$ cat src/core/psm_pkg.sv
// Package: constants, types and register map for the phase shedding manager
package psm_pkg;

  // ---------------------------------------------------------------------------
  // Clock and timing
  // ---------------------------------------------------------------------------
  localparam int CLK_PERIOD_PS = 5000;
  localparam int REARM_DELAY_NS = 10000;
  localparam int REARM_CYC = (REARM_DELAY_NS * 1000 + CLK_PERIOD_PS - 1) / CLK_PERIOD_PS;
  localparam logic [11:0] REARM_LOAD = 12'(REARM_CYC);
  localparam logic [1:0] STRAP_WAIT = 2'h3;

  // ---------------------------------------------------------------------------
  // Register map (word index on REG_ADDR) and field positions
  // ---------------------------------------------------------------------------
  localparam logic [3:0] ADDR_FLAGS = 4'h0;
  localparam logic [3:0] ADDR_DROOP = 4'h1;
  localparam logic [3:0] ADDR_STATUS = 4'h2;
  localparam logic [3:0] ADDR_AVG = 4'h3;
  localparam int FLAG_SHED_EN = 0;
  localparam int FLAG_STRATEGY = 2;
  localparam int FLAG_TH_LO = 3;
  localparam int FLAG_TH_HI = 4;
  localparam int DROOP_LO = 0;
  localparam int DROOP_HI = 1;
  localparam logic [1:0] DROOP_QUARTER = 2'h0;
  localparam logic [1:0] DROOP_IGNORED = 2'h2;
  localparam logic [1:0] TH_DEFAULT = 2'h0;

  // ---------------------------------------------------------------------------
  // Threshold scaling
  // ---------------------------------------------------------------------------
  localparam logic [16:0] FULL_LOAD_MV = 17'h00708;
  localparam logic [16:0] FULL_PCT = 17'h00064;
  localparam logic [5:0] RISE_BASE_PCT = 6'h14;
  localparam logic [5:0] FALL_BASE_PCT = 6'h0f;
  localparam logic [5:0] STEP_PCT = 6'h05;
  localparam logic [11:0] RISE_MV_RESET = 12'h168;
  localparam logic [11:0] FALL_MV_RESET = 12'h10e;

  // ---------------------------------------------------------------------------
  // Phase counts and synchroniser layout
  // ---------------------------------------------------------------------------
  localparam logic [2:0] PH_TWO = 3'h2;
  localparam logic [2:0] PH_THREE = 3'h3;
  localparam logic [2:0] PH_FOUR = 3'h4;
  localparam logic [2:0] PH_ONE = 3'h1;
  localparam int SYNC_W = 7;
  localparam int S_ABOVE = 0;
  localparam int S_BELOW = 1;
  localparam int S_PH3GND = 2;
  localparam int S_PH4GND = 3;
  localparam int S_OK = 4;
  localparam int S_VTT = 5;
  localparam int S_STEP = 6;

  // ---------------------------------------------------------------------------
  // Types
  // ---------------------------------------------------------------------------
  typedef enum logic [1:0] {ST_IDLE, ST_ACTIVE, ST_HOLD} psm_state_t;

  typedef struct packed {
    logic [SYNC_W-1:0] meta;
    logic [SYNC_W-1:0] sync;
  } psm_sync_st_t;

  typedef struct packed {
    logic [9:0] avg;
    logic [3:0][10:0] err;
  } psm_trim_t;

  typedef struct packed {
    psm_state_t state;
    logic [1:0] strap_cnt;
    logic straps_done;
    logic [2:0] strap_n;
    logic shed_en;
    logic strategy;
    logic [1:0] th_code;
    logic [1:0] droop;
    logic shed;
    logic [11:0] hold_cnt;
    logic [15:0] rdata;
    logic [3:0] phase_en;
    logic [11:0] rise_mv;
    logic [11:0] fall_mv;
    psm_trim_t trim;
  } psm_st_t;

endpackage

$ cat src/core/psm_top.sv
// Phase shedding manager: phase count, shedding thresholds, droop gain, current averaging
`timescale 1ns/10ps
module psm_top
  import psm_pkg::*;
(
  // Clock and reset
  input wire logic CORE_CLK,
  input wire logic RESET_N,
  // Register port
  input wire logic [3:0] REG_ADDR,
  input wire logic [15:0] REG_WDATA,
  input wire logic REG_WR,
  input wire logic REG_RD,
  output logic [15:0] REG_RDATA,
  // Comparator, strap and event pins
  input wire logic CMP_ABOVE_RISE,
  input wire logic CMP_BELOW_FALL,
  input wire logic THIRD_PHASE_DRIVE_GND,
  input wire logic FOURTH_PHASE_DRIVE_GND,
  input wire logic OUTPUT_OK_FLAG,
  input wire logic VOLTAGE_TARGET_TRANSITION,
  input wire logic LOAD_STEP,
  // Per-phase current information
  input wire logic [3:0][7:0] PHASE_CURRENT,
  // Phase control and analog settings
  output logic [3:0] PHASE_ENABLE,
  output logic [1:0] SHED_THRESHOLD_CODE,
  output logic [11:0] SHED_RISE_LEVEL_MV,
  output logic [11:0] SHED_FALL_LEVEL_MV,
  output logic [1:0] CORE_DROOP_GAIN,
  output psm_trim_t PHASE_TRIM
);

  // ---------------------------------------------------------------------------
  // Functions
  // ---------------------------------------------------------------------------
  function automatic logic [11:0] pct_mv(input logic [5:0] pct);
    logic [16:0] prod;
    prod = {11'h000, pct} * FULL_LOAD_MV;
    return 12'(prod / FULL_PCT);
  endfunction

  function automatic logic [3:0] phase_mask(input logic [2:0] n);
    logic [4:0] one_hot;
    one_hot = 5'h01 << n;
    return 4'(one_hot - 5'h01);
  endfunction

  function automatic logic [9:0] div_by_n(input logic [9:0] sum, input logic [2:0] n);
    // Three working phases: the quotient truncates
    case (n)
      PH_ONE: return sum;
      PH_TWO: return sum >> 1;
      PH_THREE: return sum / 10'h003;
      PH_FOUR: return sum >> 2;
      default: return sum;
    endcase
  endfunction

  // ---------------------------------------------------------------------------
  // Pin synchronisation
  // ---------------------------------------------------------------------------
  logic [SYNC_W-1:0] pins;
  logic [SYNC_W-1:0] pins_s;
  logic above_s;
  logic below_s;
  logic ok_s;
  logic event_s;

  assign pins[S_ABOVE] = CMP_ABOVE_RISE;
  assign pins[S_BELOW] = CMP_BELOW_FALL;
  assign pins[S_PH3GND] = THIRD_PHASE_DRIVE_GND;
  assign pins[S_PH4GND] = FOURTH_PHASE_DRIVE_GND;
  assign pins[S_OK] = OUTPUT_OK_FLAG;
  assign pins[S_VTT] = VOLTAGE_TARGET_TRANSITION;
  assign pins[S_STEP] = LOAD_STEP;

  // Only the second flop of each pin is read
  psm_sync u_sync (
    .CORE_CLK(CORE_CLK),
    .RESET_N(RESET_N),
    .D(pins),
    .Q(pins_s)
  );

  assign above_s = pins_s[S_ABOVE];
  assign below_s = pins_s[S_BELOW];
  assign ok_s = pins_s[S_OK];
  // Either event resets shedding; both are level inputs
  assign event_s = pins_s[S_VTT] | pins_s[S_STEP];

  // ---------------------------------------------------------------------------
  // State
  // ---------------------------------------------------------------------------
  psm_st_t st;
  psm_st_t next_st;
  logic [2:0] work_n;
  logic [9:0] cur_sum;
  logic [2:0] en_n;

  always_comb begin
    next_st = st;
    next_st.rdata = 16'h0000;
    // Strap capture once the synchronised strap levels have settled
    if (!st.straps_done) begin
      next_st.strap_cnt = st.strap_cnt + 2'h1;
      if (st.strap_cnt == STRAP_WAIT) begin
        next_st.straps_done = 1'b1;
        // Third drive grounded means two phases whatever the fourth does
        if (pins_s[S_PH3GND]) begin
          next_st.strap_n = PH_TWO;
        end else if (pins_s[S_PH4GND]) begin
          next_st.strap_n = PH_THREE;
        end else begin
          next_st.strap_n = PH_FOUR;
        end
      end
    end
    // Register writes
    if (REG_WR) begin
      case (REG_ADDR)
        ADDR_FLAGS: begin
          // Enable is dropped while the output is not yet reported ok
          next_st.shed_en = REG_WDATA[FLAG_SHED_EN] & ok_s;
          next_st.strategy = REG_WDATA[FLAG_STRATEGY];
          next_st.th_code = REG_WDATA[FLAG_TH_HI:FLAG_TH_LO];
        end
        ADDR_DROOP: begin
          if (REG_WDATA[DROOP_HI:DROOP_LO] != DROOP_IGNORED) begin
            next_st.droop = REG_WDATA[DROOP_HI:DROOP_LO];
          end
        end
        default: begin
        end
      endcase
    end
    // Register reads, data valid in the following cycle only
    if (REG_RD) begin
      case (REG_ADDR)
        ADDR_FLAGS: next_st.rdata = {11'h000, st.th_code, st.strategy, 1'b0, st.shed_en};
        ADDR_DROOP: next_st.rdata = {14'h0000, st.droop};
        ADDR_STATUS: next_st.rdata = {7'h00, ok_s, st.state == ST_HOLD, st.shed, st.strap_n, work_n};
        ADDR_AVG: next_st.rdata = {6'h00, st.trim.avg};
        default: next_st.rdata = 16'h0000;
      endcase
    end
    // Shedding sequencer
    case (st.state)
      ST_IDLE: begin
        next_st.shed = 1'b0;
        // An event in the enable cycle still starts the re-arm delay
        if (st.shed_en && event_s) begin
          next_st.state = ST_HOLD;
          next_st.hold_cnt = REARM_LOAD;
        end else if (st.shed_en) begin
          next_st.state = ST_ACTIVE;
        end
      end
      ST_ACTIVE: begin
        if (event_s) begin
          next_st.state = ST_HOLD;
          next_st.shed = 1'b0;
          next_st.hold_cnt = REARM_LOAD;
        end else if (!st.shed && below_s) begin
          next_st.shed = 1'b1;
        end else if (st.shed && above_s) begin
          next_st.shed = 1'b0;
        end
      end
      ST_HOLD: begin
        // Any event restarts the full delay, so re-arm follows the last quiet cycle
        next_st.shed = 1'b0;
        if (event_s) begin
          next_st.hold_cnt = REARM_LOAD;
        end else if (st.hold_cnt == 12'h001) begin
          next_st.state = ST_ACTIVE;
          next_st.shed = below_s;
        end else begin
          next_st.hold_cnt = st.hold_cnt - 12'h001;
        end
      end
      default: begin
        next_st.state = ST_IDLE;
      end
    endcase
    // Clearing enable wins over every sequencer step
    if (!next_st.shed_en) begin
      next_st.state = ST_IDLE;
      next_st.shed = 1'b0;
    end
    // Threshold levels as fractions of full load
    next_st.rise_mv = pct_mv(6'(RISE_BASE_PCT + STEP_PCT * {4'h0, st.th_code}));
    next_st.fall_mv = pct_mv(6'(FALL_BASE_PCT + STEP_PCT * {4'h0, st.th_code}));
    // No phase runs until the straps are known
    next_st.phase_en = st.straps_done ? phase_mask(work_n) : 4'h0;
    // Current averaging and per-phase error
    // Divide by the phases that carried current, not by the target count
    next_st.trim.avg = div_by_n(cur_sum, en_n);
    for (int i = 0; i < 4; i++) begin
      next_st.trim.err[i] = st.phase_en[i] ? 11'({3'h0, PHASE_CURRENT[i]} - {1'b0, st.trim.avg}) : 11'h000;
    end
  end

  always_comb begin
    work_n = st.shed ? (st.strategy ? PH_TWO : PH_ONE) : st.strap_n;
    cur_sum = 10'h000;
    en_n = 3'h0;
    for (int i = 0; i < 4; i++) begin
      if (st.phase_en[i]) begin
        cur_sum = cur_sum + {2'h0, PHASE_CURRENT[i]};
        en_n = en_n + 3'h1;
      end
    end
  end

  always_ff @(posedge CORE_CLK or negedge RESET_N) begin
    if (!RESET_N) begin
      st <= '0;
      st.state <= ST_IDLE;
      st.strap_n <= PH_FOUR;
      st.droop <= DROOP_QUARTER;
      st.th_code <= TH_DEFAULT;
      st.hold_cnt <= REARM_LOAD;
      st.rise_mv <= RISE_MV_RESET;
      st.fall_mv <= FALL_MV_RESET;
    end else begin
      st <= next_st;
    end
  end

  // ---------------------------------------------------------------------------
  // Outputs
  // ---------------------------------------------------------------------------
  assign REG_RDATA = st.rdata;
  assign PHASE_ENABLE = st.phase_en;
  assign SHED_THRESHOLD_CODE = st.th_code;
  assign SHED_RISE_LEVEL_MV = st.rise_mv;
  assign SHED_FALL_LEVEL_MV = st.fall_mv;
  assign CORE_DROOP_GAIN = st.droop;
  assign PHASE_TRIM = st.trim;
endmodule // psm_top

$ cat src/core/psm_sync.sv
// Two-flop synchroniser for the asynchronous pin inputs
`timescale 1ns/10ps
module psm_sync
  import psm_pkg::*;
(
  // Clock and reset
  input wire logic CORE_CLK,
  input wire logic RESET_N,
  // Pins in, synchronised levels out
  input wire logic [SYNC_W-1:0] D,
  output logic [SYNC_W-1:0] Q
);

  psm_sync_st_t st;
  psm_sync_st_t next_st;

  always_comb begin
    next_st.meta = D;
    next_st.sync = st.meta;
  end

  always_ff @(posedge CORE_CLK or negedge RESET_N) begin
    if (!RESET_N) begin
      st <= '0;
    end else begin
      st <= next_st;
    end
  end

  assign Q = st.sync;

endmodule // psm_sync

$ cat config.mk
export PLATFORM = sky130hd
export DESIGN_NAME = psm_top
export DESIGN_NICKNAME = d
export VERILOG_FILES = /design/src/core/psm_pkg.sv /design/src/core/psm_top.sv /design/src/core/psm_sync.sv
export SDC_FILE = /design/constraint.sdc
export NUM_CORES = 1
export LEC_CHECK = 0
export BUFFER_PORTS_ARGS = -buffer_cell sky130_fd_sc_hd__buf_2
export CORE_AREA = 2 2 139 141
export DETAILED_ROUTE_END_ITERATION = 7
export DIE_AREA = 0 0 141 143
export PLACE_DENSITY = 0.85
export SYNTH_ARGS = -nofsm -noshare
export SYNTH_HDL_FRONTEND = slang
export SYNTH_HIERARCHICAL = 1
export SYNTH_SLANG_ARGS = --single-unit
export TNS_END_PERCENT = 30
$ cat constraint.sdc
create_clock -name CORE_CLK -period 9.05 [get_ports CORE_CLK]
set_input_delay 1.3575 -clock CORE_CLK [delete_from_list [all_inputs] [get_ports CORE_CLK]]
set_output_delay 1.3575 -clock CORE_CLK [all_outputs]
set_load 0.05 [all_outputs]
==> run summary, run 1 <==
The flow ran to the end, and the final reports show no timing, DRC or antenna violations. The width of the die is 141 um. The initial utilization of the core area, before any placement, comes to 0.586. The upper clock frequency limit came out at 116 MHz.

The post-detailed-route wirelength per cell is 17.8 um. The final sum of negative setup slack came out at 0 ns. The internal power of the cells totals 0.00201 W.

After layout, the minimum clock period comes to 8.63 ns. The category of the worst setup path capture point is a flop. At the placement stage, the worst setup path has a slack of 0.0589 ns. The share of the clock period used by the worst path after layout is 0.953. The post-route core utilization came out at 0.636.

The maximum level of the CTS H-tree came out at 4. The startpoint identified for the worst hold timing path is u_sync/next_st[3]. The mean cell area of the mapped netlist came out at 8.56 um2. TritonCTS built the clock tree. The slowest stage of the critical path belongs to the cell a2111oi_0. The required time at the worst-slack endpoint is 9.36 ns.

By instance count, the cell type seen most on the critical path is ha_1. Of the synthesized area, sequential elements account for 0.294. Summed over all nets, the half-perimeter wirelength after detailed placement is 20.7 mm. The post-cts hold buffer count is 0. Measured in cells, the most critical reg-to-reg path has a length of 38. The register-to-register path setup slack came out at 0.88 ns. The largest net degree at the start of global routing came out at 66. The final critical-path setup slack came out at 0.422 ns. The final-report setup violation count is 0.

The share of power burned in registers is 0.205. The number of warning messages in the yosys log came out at 6. The count of pins over their slew limit came out at 0.

The library cell used most frequently in the layout, excluding fill and tap cells, is buf_2. The total iterations of the first detailed-routing run is 5. The repair_antennas step left the layout with diodes totalling 0. In the layout the commonest cells are buf_2 (144), nor2_1 (132), dfrtp_1 (114).

In this run the count of I/O pins placed on the die edge is 165. The family with the most delay on the worst path is compound AO/OA/AOI/OAI gates. The switching power of the nets came out at 0.00203 W. After synthesis, the netlist uses 96 different library cells.

For this run, the total global-route usage over all layers was measured as 0.277. The number of antenna violations at the first check in global routing was 0. The instance count of the mapped netlist came out at 1271. The endpoint identified for the worst register-to-register timing path is PHASE_TRIM[44]. The number of buffers and inverters on the critical path came out at 6. The flip-flop and latch count after synthesis is 127. The share of total power dissipated in the clock network is 0.168. The detail-routed via count per cell is 6.17. The CTS buffer count is 17. In this run the worst path has a maximum fanout of 8. Setup repair after global routing left no endpoint under its margin.

On the worst path, the slowest cell contributes a delay of 0.47 ns. The synthesized design contains 0 enable-type register cells. Of all flip-flops after synthesis, the portion carrying an async set or reset was 1.00. The number of vias after detailed routing is 9730. The total power density per cell area came out at 342 nW/um2.

The beginning of the worst register-to-register path is PHASE_ENABLE[0]. STA classifies the critical path startpoint as an input port. The post-layout instance count excluding filler cells came out at 1578. The clock transition time at the flip-flop clock pins of the worst setup and hold paths is 0.07 ns. The number of remaining DRC errors came out at 0. The number of instances on the worst hold path is 0.

Of the total power, combinational logic draws 0.626. The first-pass GRT wire length is 44.6 mm. The combined area of all synthesized cells came out at 10900 um2. The area overhead of the layout relative to synthesis is 8.62%.

The leakage power is 5.61 nW. The number of I/O port buffers came out at 145. In this run the core area contains 50 standard-cell rows. Of the cells placed in the final design, the portion with a size suffix greater than 1 is 0.211.

The worst hold path belongs to the class reg -> reg. The routability-driven placement congestion ratio is 0.962. The number of nets still failing antenna checks after routing came out at 0.

Between clock sinks in the finished design, the worst skew comes to 0.0137 ns. The relative slew slack is 0.426. The final global-route overflow total is 0. The number of failing hold endpoints at the final stage came out at 0.

Sorting the synthesized cells by area gives the leading types as dfrtp_1 (26%), ha_1 (9.8%), buf_4 (7.5%), nor2_1 (4.6%), a21oi_1 (3.9%). The number of max-cap violations came out at 0. The critical path in this run is classified as in -> reg. The number of placed instances with taps included is 1544.

The area fraction of the dominant cell type after synthesis is 0.262. For the worst-skew pair, the clock arrives at the later sink with an insertion delay of 0.43 ns. The transition time at the pin with the least slew margin came out at 0.861 ns. The DRC marker count from the first detailed-route iteration is 841. The power consumption is 0.00404 W. The worst-case clock buffer depth is 2. The number of global-route vias before repair is 8837.

In the synthesized netlist the dominant register cell turns out to be dfrtp_1. The post-synthesis cell type with the largest combined area is dfrtp_1. The maximum vdd ir drop came out at 0.154 mV.

The net total in the final layout came out at 1487. The switching power as a share of total power is 0.503. The worst hold path terminates at u_sync/Q[3]. The floorplan step set the die height to 143 um. The core outline area came out at 18600 um2. The number of sinks handled by clock tree synthesis came out at 127. STA puts the critical path data arrival time at 8.94 ns. The floorplan step defined a die boundary enclosing 20200 um2. Summed over all layers, the routed wires come to 28.2 mm. The tree is rooted in a clkbuf_16.
[cells in the mapped netlist, types with 6 or more instances]
| cell type | instances |
|---|---|
| o211ai_1 | 11 |
| and2_1 | 28 |
| nand4_1 | 6 |
| nand2_1 | 80 |
| nor3b_1 | 11 |
| clkbuf_1 | 33 |
| a222oi_1 | 6 |
| o31a_1 | 7 |
| o21bai_1 | 8 |
| o22ai_1 | 8 |
| o21ai_0 | 79 |
| nor2_1 | 132 |
| or3_1 | 7 |
| nand2b_1 | 19 |
| fa_1 | 8 |
| nand3_1 | 23 |
| o31ai_1 | 8 |
| mux2_2 | 13 |
| o21a_1 | 9 |
| mux2i_1 | 18 |
| buf_4 | 109 |
| xor2_1 | 16 |
| nor4_1 | 7 |
| a21oi_1 | 85 |
| a31oi_1 | 13 |
| ha_1 | 85 |
| dfstp_2 | 13 |
| dfrtp_1 | 114 |
| a21o_1 | 33 |
| nor2b_1 | 14 |
| a211oi_1 | 14 |
| and3_1 | 9 |
| xnor2_1 | 31 |
| nor3_1 | 32 |
| inv_1 | 62 |
[area by class of cell]
class	instances	area [um2]
Fill cell	1481	6760
Multi-Input combinational cell	937	6490
Sequential cell	127	3190
Timing Repair Buffer	184	1020
Clock buffer	18	439
Tap cell	234	293
Inverter	64	240
Clock inverter	14	145
[cells by family (layout without fill, tap and decap cells)]
| logic type | Yosys count | in the layout | share of synthesized area |
|---|---|---|---|
| simple gates | 401 | 401 | 0.184 |
| compound gates | 349 | 349 | 0.220 |
| buf+inv | 217 | 280 | 0.114 |
| flops | 127 | 127 | 0.294 |
| fa+ha+maj | 93 | 93 | 0.112 |
| xor+xnor | 48 | 48 | 0.0399 |
| mux | 34 | 34 | 0.0348 |
| other cells | 2 | 12 | 0.000690 |
[sequential cells by signal, indices dropped and copies added, names as in the netlist]
name,cells
PHASE_TRIM,54
st,23
SHED_RISE_LEVEL_MV,11
REG_RDATA,10
SHED_FALL_LEVEL_MV,7
u_sync/Q,7
u_sync/next_st,7
PHASE_ENABLE,4
CORE_DROOP_GAIN,2
SHED_THRESHOLD_CODE,2
[worst max path at each step]
| stage | startpoint | endpoint | depth (start not counted) |
|---|---|---|---|
| after floorplan | PHASE_CURRENT[0] | PHASE_TRIM[44] | 41 |
| after global placement | PHASE_CURRENT[0] | PHASE_TRIM[44] | 39 |
| after detailed placement | PHASE_CURRENT[0] | PHASE_TRIM[44] | 39 |
| after CTS | PHASE_CURRENT[0] | PHASE_TRIM[44] | 39 |
| after global routing | PHASE_CURRENT[0] | PHASE_TRIM[44] | 39 |
| final | PHASE_CURRENT[0] | PHASE_TRIM[44] | 39 |
[metal layers]
layer	up-vias	GRT usage	routed length [um]
met5	-	0	0
met4	0	0.136	1200
met3	110	0.0453	1790
met2	434	0.446	13200
met1	4650	0.365	12000
li1	4536	-	-
[power by group through the flow]
stage	registers [W]	logic [W]	clock network, W
after floorplan	0.000790	0.00213	0
after global placement	0.000829	0.00240	0
after detailed placement	0.000833	0.00248	0
after CTS	0.000828	0.00250	0.000686
after global routing	0.000841	0.00274	0.000709
final	0.000830	0.00253	0.000681
[stage by stage]
| step | hold WS (ns) | instance area (um2) |
|---|---|---|
| after floorplan | 0.331 | 10900 |
| after global placement | 0.334 | 11200 |
| after detailed placement | 0.336 | 11200 |
| after CTS | 0.351 | 11800 |
| after global routing | 0.364 | 11800 |
| final | 0.348 | 11800 |
[timing repair]
item | CTS | global route
gates resized for setup | 0 | 0
setup buffers | 0 | 2
setup endpoints to repair | 0 | 2
(Power assumes the default switching activity.)
==> run 2, diff against run 1 <==
--- a/config.mk
+++ b/config.mk
@@ -5,11 +5,12 @@
 export SDC_FILE = /design/constraint.sdc
 export NUM_CORES = 1
 export LEC_CHECK = 0
+export ABC_CLOCK_PERIOD_IN_PS = 7600
 export BUFFER_PORTS_ARGS = -buffer_cell sky130_fd_sc_hd__buf_2
-export CORE_AREA = 2 2 139 141
+export CORE_AREA = 2 2 147 149
 export DETAILED_ROUTE_END_ITERATION = 7
-export DIE_AREA = 0 0 141 143
-export PLACE_DENSITY = 0.85
+export DIE_AREA = 0 0 149 151
+export PLACE_DENSITY = 0.8
 export SYNTH_ARGS = -nofsm -noshare
 export SYNTH_HDL_FRONTEND = slang
 export SYNTH_HIERARCHICAL = 1
==> constraint.sdc (replaced) <==
create_clock -name CORE_CLK -period 7.6 [get_ports CORE_CLK]
set_input_delay 1.14 -clock CORE_CLK [delete_from_list [all_inputs] [get_ports CORE_CLK]]
set_output_delay 1.14 -clock CORE_CLK [all_outputs]
set_load 0.05 [all_outputs]
==> run summary, run 2 (synthesized netlist as in run 1, its figures left out) <==
The antenna diode count is 0. Setup repair after global routing could not meet its margin everywhere. The number of antenna violations at the first check in global routing came to 0.

The total routing resource utilization after global routing came out at 0.253. The final route contains 9686 vias. The net total in the final layout is 1550.

CTS placed an instance of clkbuf_16 at the clock tree root. The cell area after layout is 12500 um2. The area overhead of the layout relative to synthesis came out at 15.1%. The number of global-route vias before repair is 9275.

In the final layout, the share of cells above drive strength 1 is 0.267. The number of hold buffers added after CTS was 0. The number of sinks handled by clock tree synthesis came out at 127. The post-detailed-route wirelength per cell is 16.9 um.

The register with the most flip-flops in the layout has 54 of them. The run finished, with violations left. The clock tree from TritonCTS is yes. The CTS buffer count is 17. The number of placed instances with taps included came out at 1648. The area of placed instances is 11900 um2. The post-route clock skew came out at 0.0121 ns.

The checks that failed: negative setup slack. The first-pass GRT wire length is 45.1 mm. The floorplan step set the die width to 149 um. Port buffering added 145 buffers. The critical path arrival is 7.99 ns. The type of element launching the critical path is an input port. The die area came out at 22500 um2.

After detailed routing, the number of vias per cell comes to 5.76. The relative slew slack is 0.329. The DRC marker count from the first detailed-route iteration is 700. The largest net degree at the start of global routing is 78. The library cells used most frequently in the layout, excluding fill and tap cells, are buf_2 (144), nor2_1 (128), dfrtp_1 (114).

The top-level I/O count is 165. After floorplanning, the core was sized to cover 20800 um2. The maximum level of the CTS H-tree came out at 4.

The routed design could run at a clock period as short as 7.68 ns. For this configuration, the core starts out at a cell density of 0.523. The worst setup path is captured at a flop. For this design, the slowest cell found on the critical path is a222oi_1. The min-delay analysis places its worst path in the category reg -> reg.

The upper clock frequency limit is 130 MHz. The post-layout instance count excluding filler cells came out at 1682. In the routed design, unresolved DRC markers number 0. The insertion delay of the later-clocked pin in the worst-skew pair is 0.43 ns. The type of the setup path with the least slack is in -> reg. The maximum vdd ir drop came out at 0.206 mV. The worst-case clock buffer depth came out at 2. The detailed-route wire length came out at 28.5 mm. The floorplan has 53 rows. The count of pins over their slew limit came out at 0.

The number of failing hold endpoints at the final stage is 0. The worst slack after detailed placement came out at -0.563 ns. In this run the static leakage power is 5.95 nW. The first TritonRoute pass finished after 5 iterations.

The maximum fanout encountered on the critical timing path is 9. The clock transition time at the flip-flop clock pins of the worst setup and hold paths came out at 0.06 ns. The delay contributed by the slowest stage of the critical path is 0.42 ns. The HPWL after detailed placement came out at 21.9 mm.

Routability-driven placement finished with a final weighted congestion of 0.938. In this run the power density over the cells is 398 nW/um2. The vertical die dimension came out at 151 um. The total overflow left after global routing is 0. The transition time at the pin with the least slew margin is 1.01 ns. The number of inserted filler cells in the final layout is 1815.

The number of nets still failing antenna checks after routing is 0. The final-report setup violation count came out at 1. The share of the clock period used by the worst path after layout is 1.01. The number of max-cap violations is 0. The library cell used most frequently in the layout, excluding fill and tap cells, is buf_2. The required time at the worst-slack endpoint came out at 7.91 ns.

The final critical-path setup slack is -0.0786 ns.
[run 2: cell types whose count changed in the layout (fill, tap and decap cells not counted), moves of 3 or more]
cell / delta
nor2_2: +4
ha_1: -4
nand2_1: -3
nor2_1: -4
ha_4: +3
nor3_1: -3
o21ai_0: -4
buf_4: +63
[run 2: worst paths after layout]
kind / slack (ns) / to / startpoint / depth (start not counted)
min in group asynchronous: 0.73 / SHED_RISE_LEVEL_MV[9] / RESET_N / 1
worst min-delay path: 0.35 / u_sync/Q[4] / u_sync/next_st[4] / 0
max in group asynchronous: 5.50 / PHASE_TRIM[33] / RESET_N / 2
worst max register to register: 0.21 / PHASE_TRIM[44] / PHASE_ENABLE[0] / 38
worst max-delay path: -0.08 / PHASE_TRIM[44] / PHASE_CURRENT[0] / 41
worst min register to register: 0.35 / u_sync/Q[4] / u_sync/next_st[4] / 0
[run 2: per-stage QoR]
| step | power, W | TNS [ns] | hold slack (ns) | utilization |
|---|---|---|---|---|
| 2_1_floorplan | 0.00354 | -0.268 | 0.331 | - |
| 3_3_place_gp | 0.00405 | -0.666 | 0.335 | 0.572 |
| 3_5_place_dp | 0.00413 | -1.15 | 0.335 | 0.572 |
| 4_1_cts | 0.00496 | 0 | 0.349 | 0.600 |
| 5_1_grt | 0.00530 | -0.598 | 0.358 | 0.601 |
| 6_report | 0.00499 | -0.0786 | 0.347 | 0.601 |
[run 2: final cells by class]
cell class | count | area, um2 | area share
tap | 275 | 344 | 0.0275
multi-input combinational | 937 | 6680 | 0.533
clock buffer | 17 | 425 | 0.0340
inverter | 64 | 240 | 0.0192
clock inverter | 15 | 150 | 0.0120
timing repair buffer | 247 | 1490 | 0.119
sequential | 127 | 3190 | 0.255
[run 2: what timing repair did]
action | 4_1_cts | 5_1_grt
resized for setup | 2 | 5
pin swaps | 3 | 3
endpoints found under the setup margin | 2 | 3
buffers inserted | 0 | 2
[run 2: report_power, final]
part           total, W  internal [W]  switching (W)
clock network  0.000795      0.000460       0.000335
registers      0.000982      0.000868       0.000114
logic           0.00321       0.00120        0.00201
total           0.00499       0.00253        0.00246
[run 2: routing by layer]
layer | up-vias | routed length, um | track usage
li1 | 4660 | - | -
met1 | 4670 | 11900 | 0.307
met2 | 300 | 14100 | 0.438
met3 | 56 | 1370 | 0.0389
met4 | 0 | 1110 | 0.122
met5 | - | 0 | 0
[run 2: critical path: cells and delay by family]
kind | cells | cell delay [ns]
compound gates | 14 | 2.03
simple gates | 10 | 1.53
fa+ha+maj | 6 | 1.53
mux | 3 | 0.83
buf+inv | 7 | 0.77
xor+xnor | 1 | 0.13
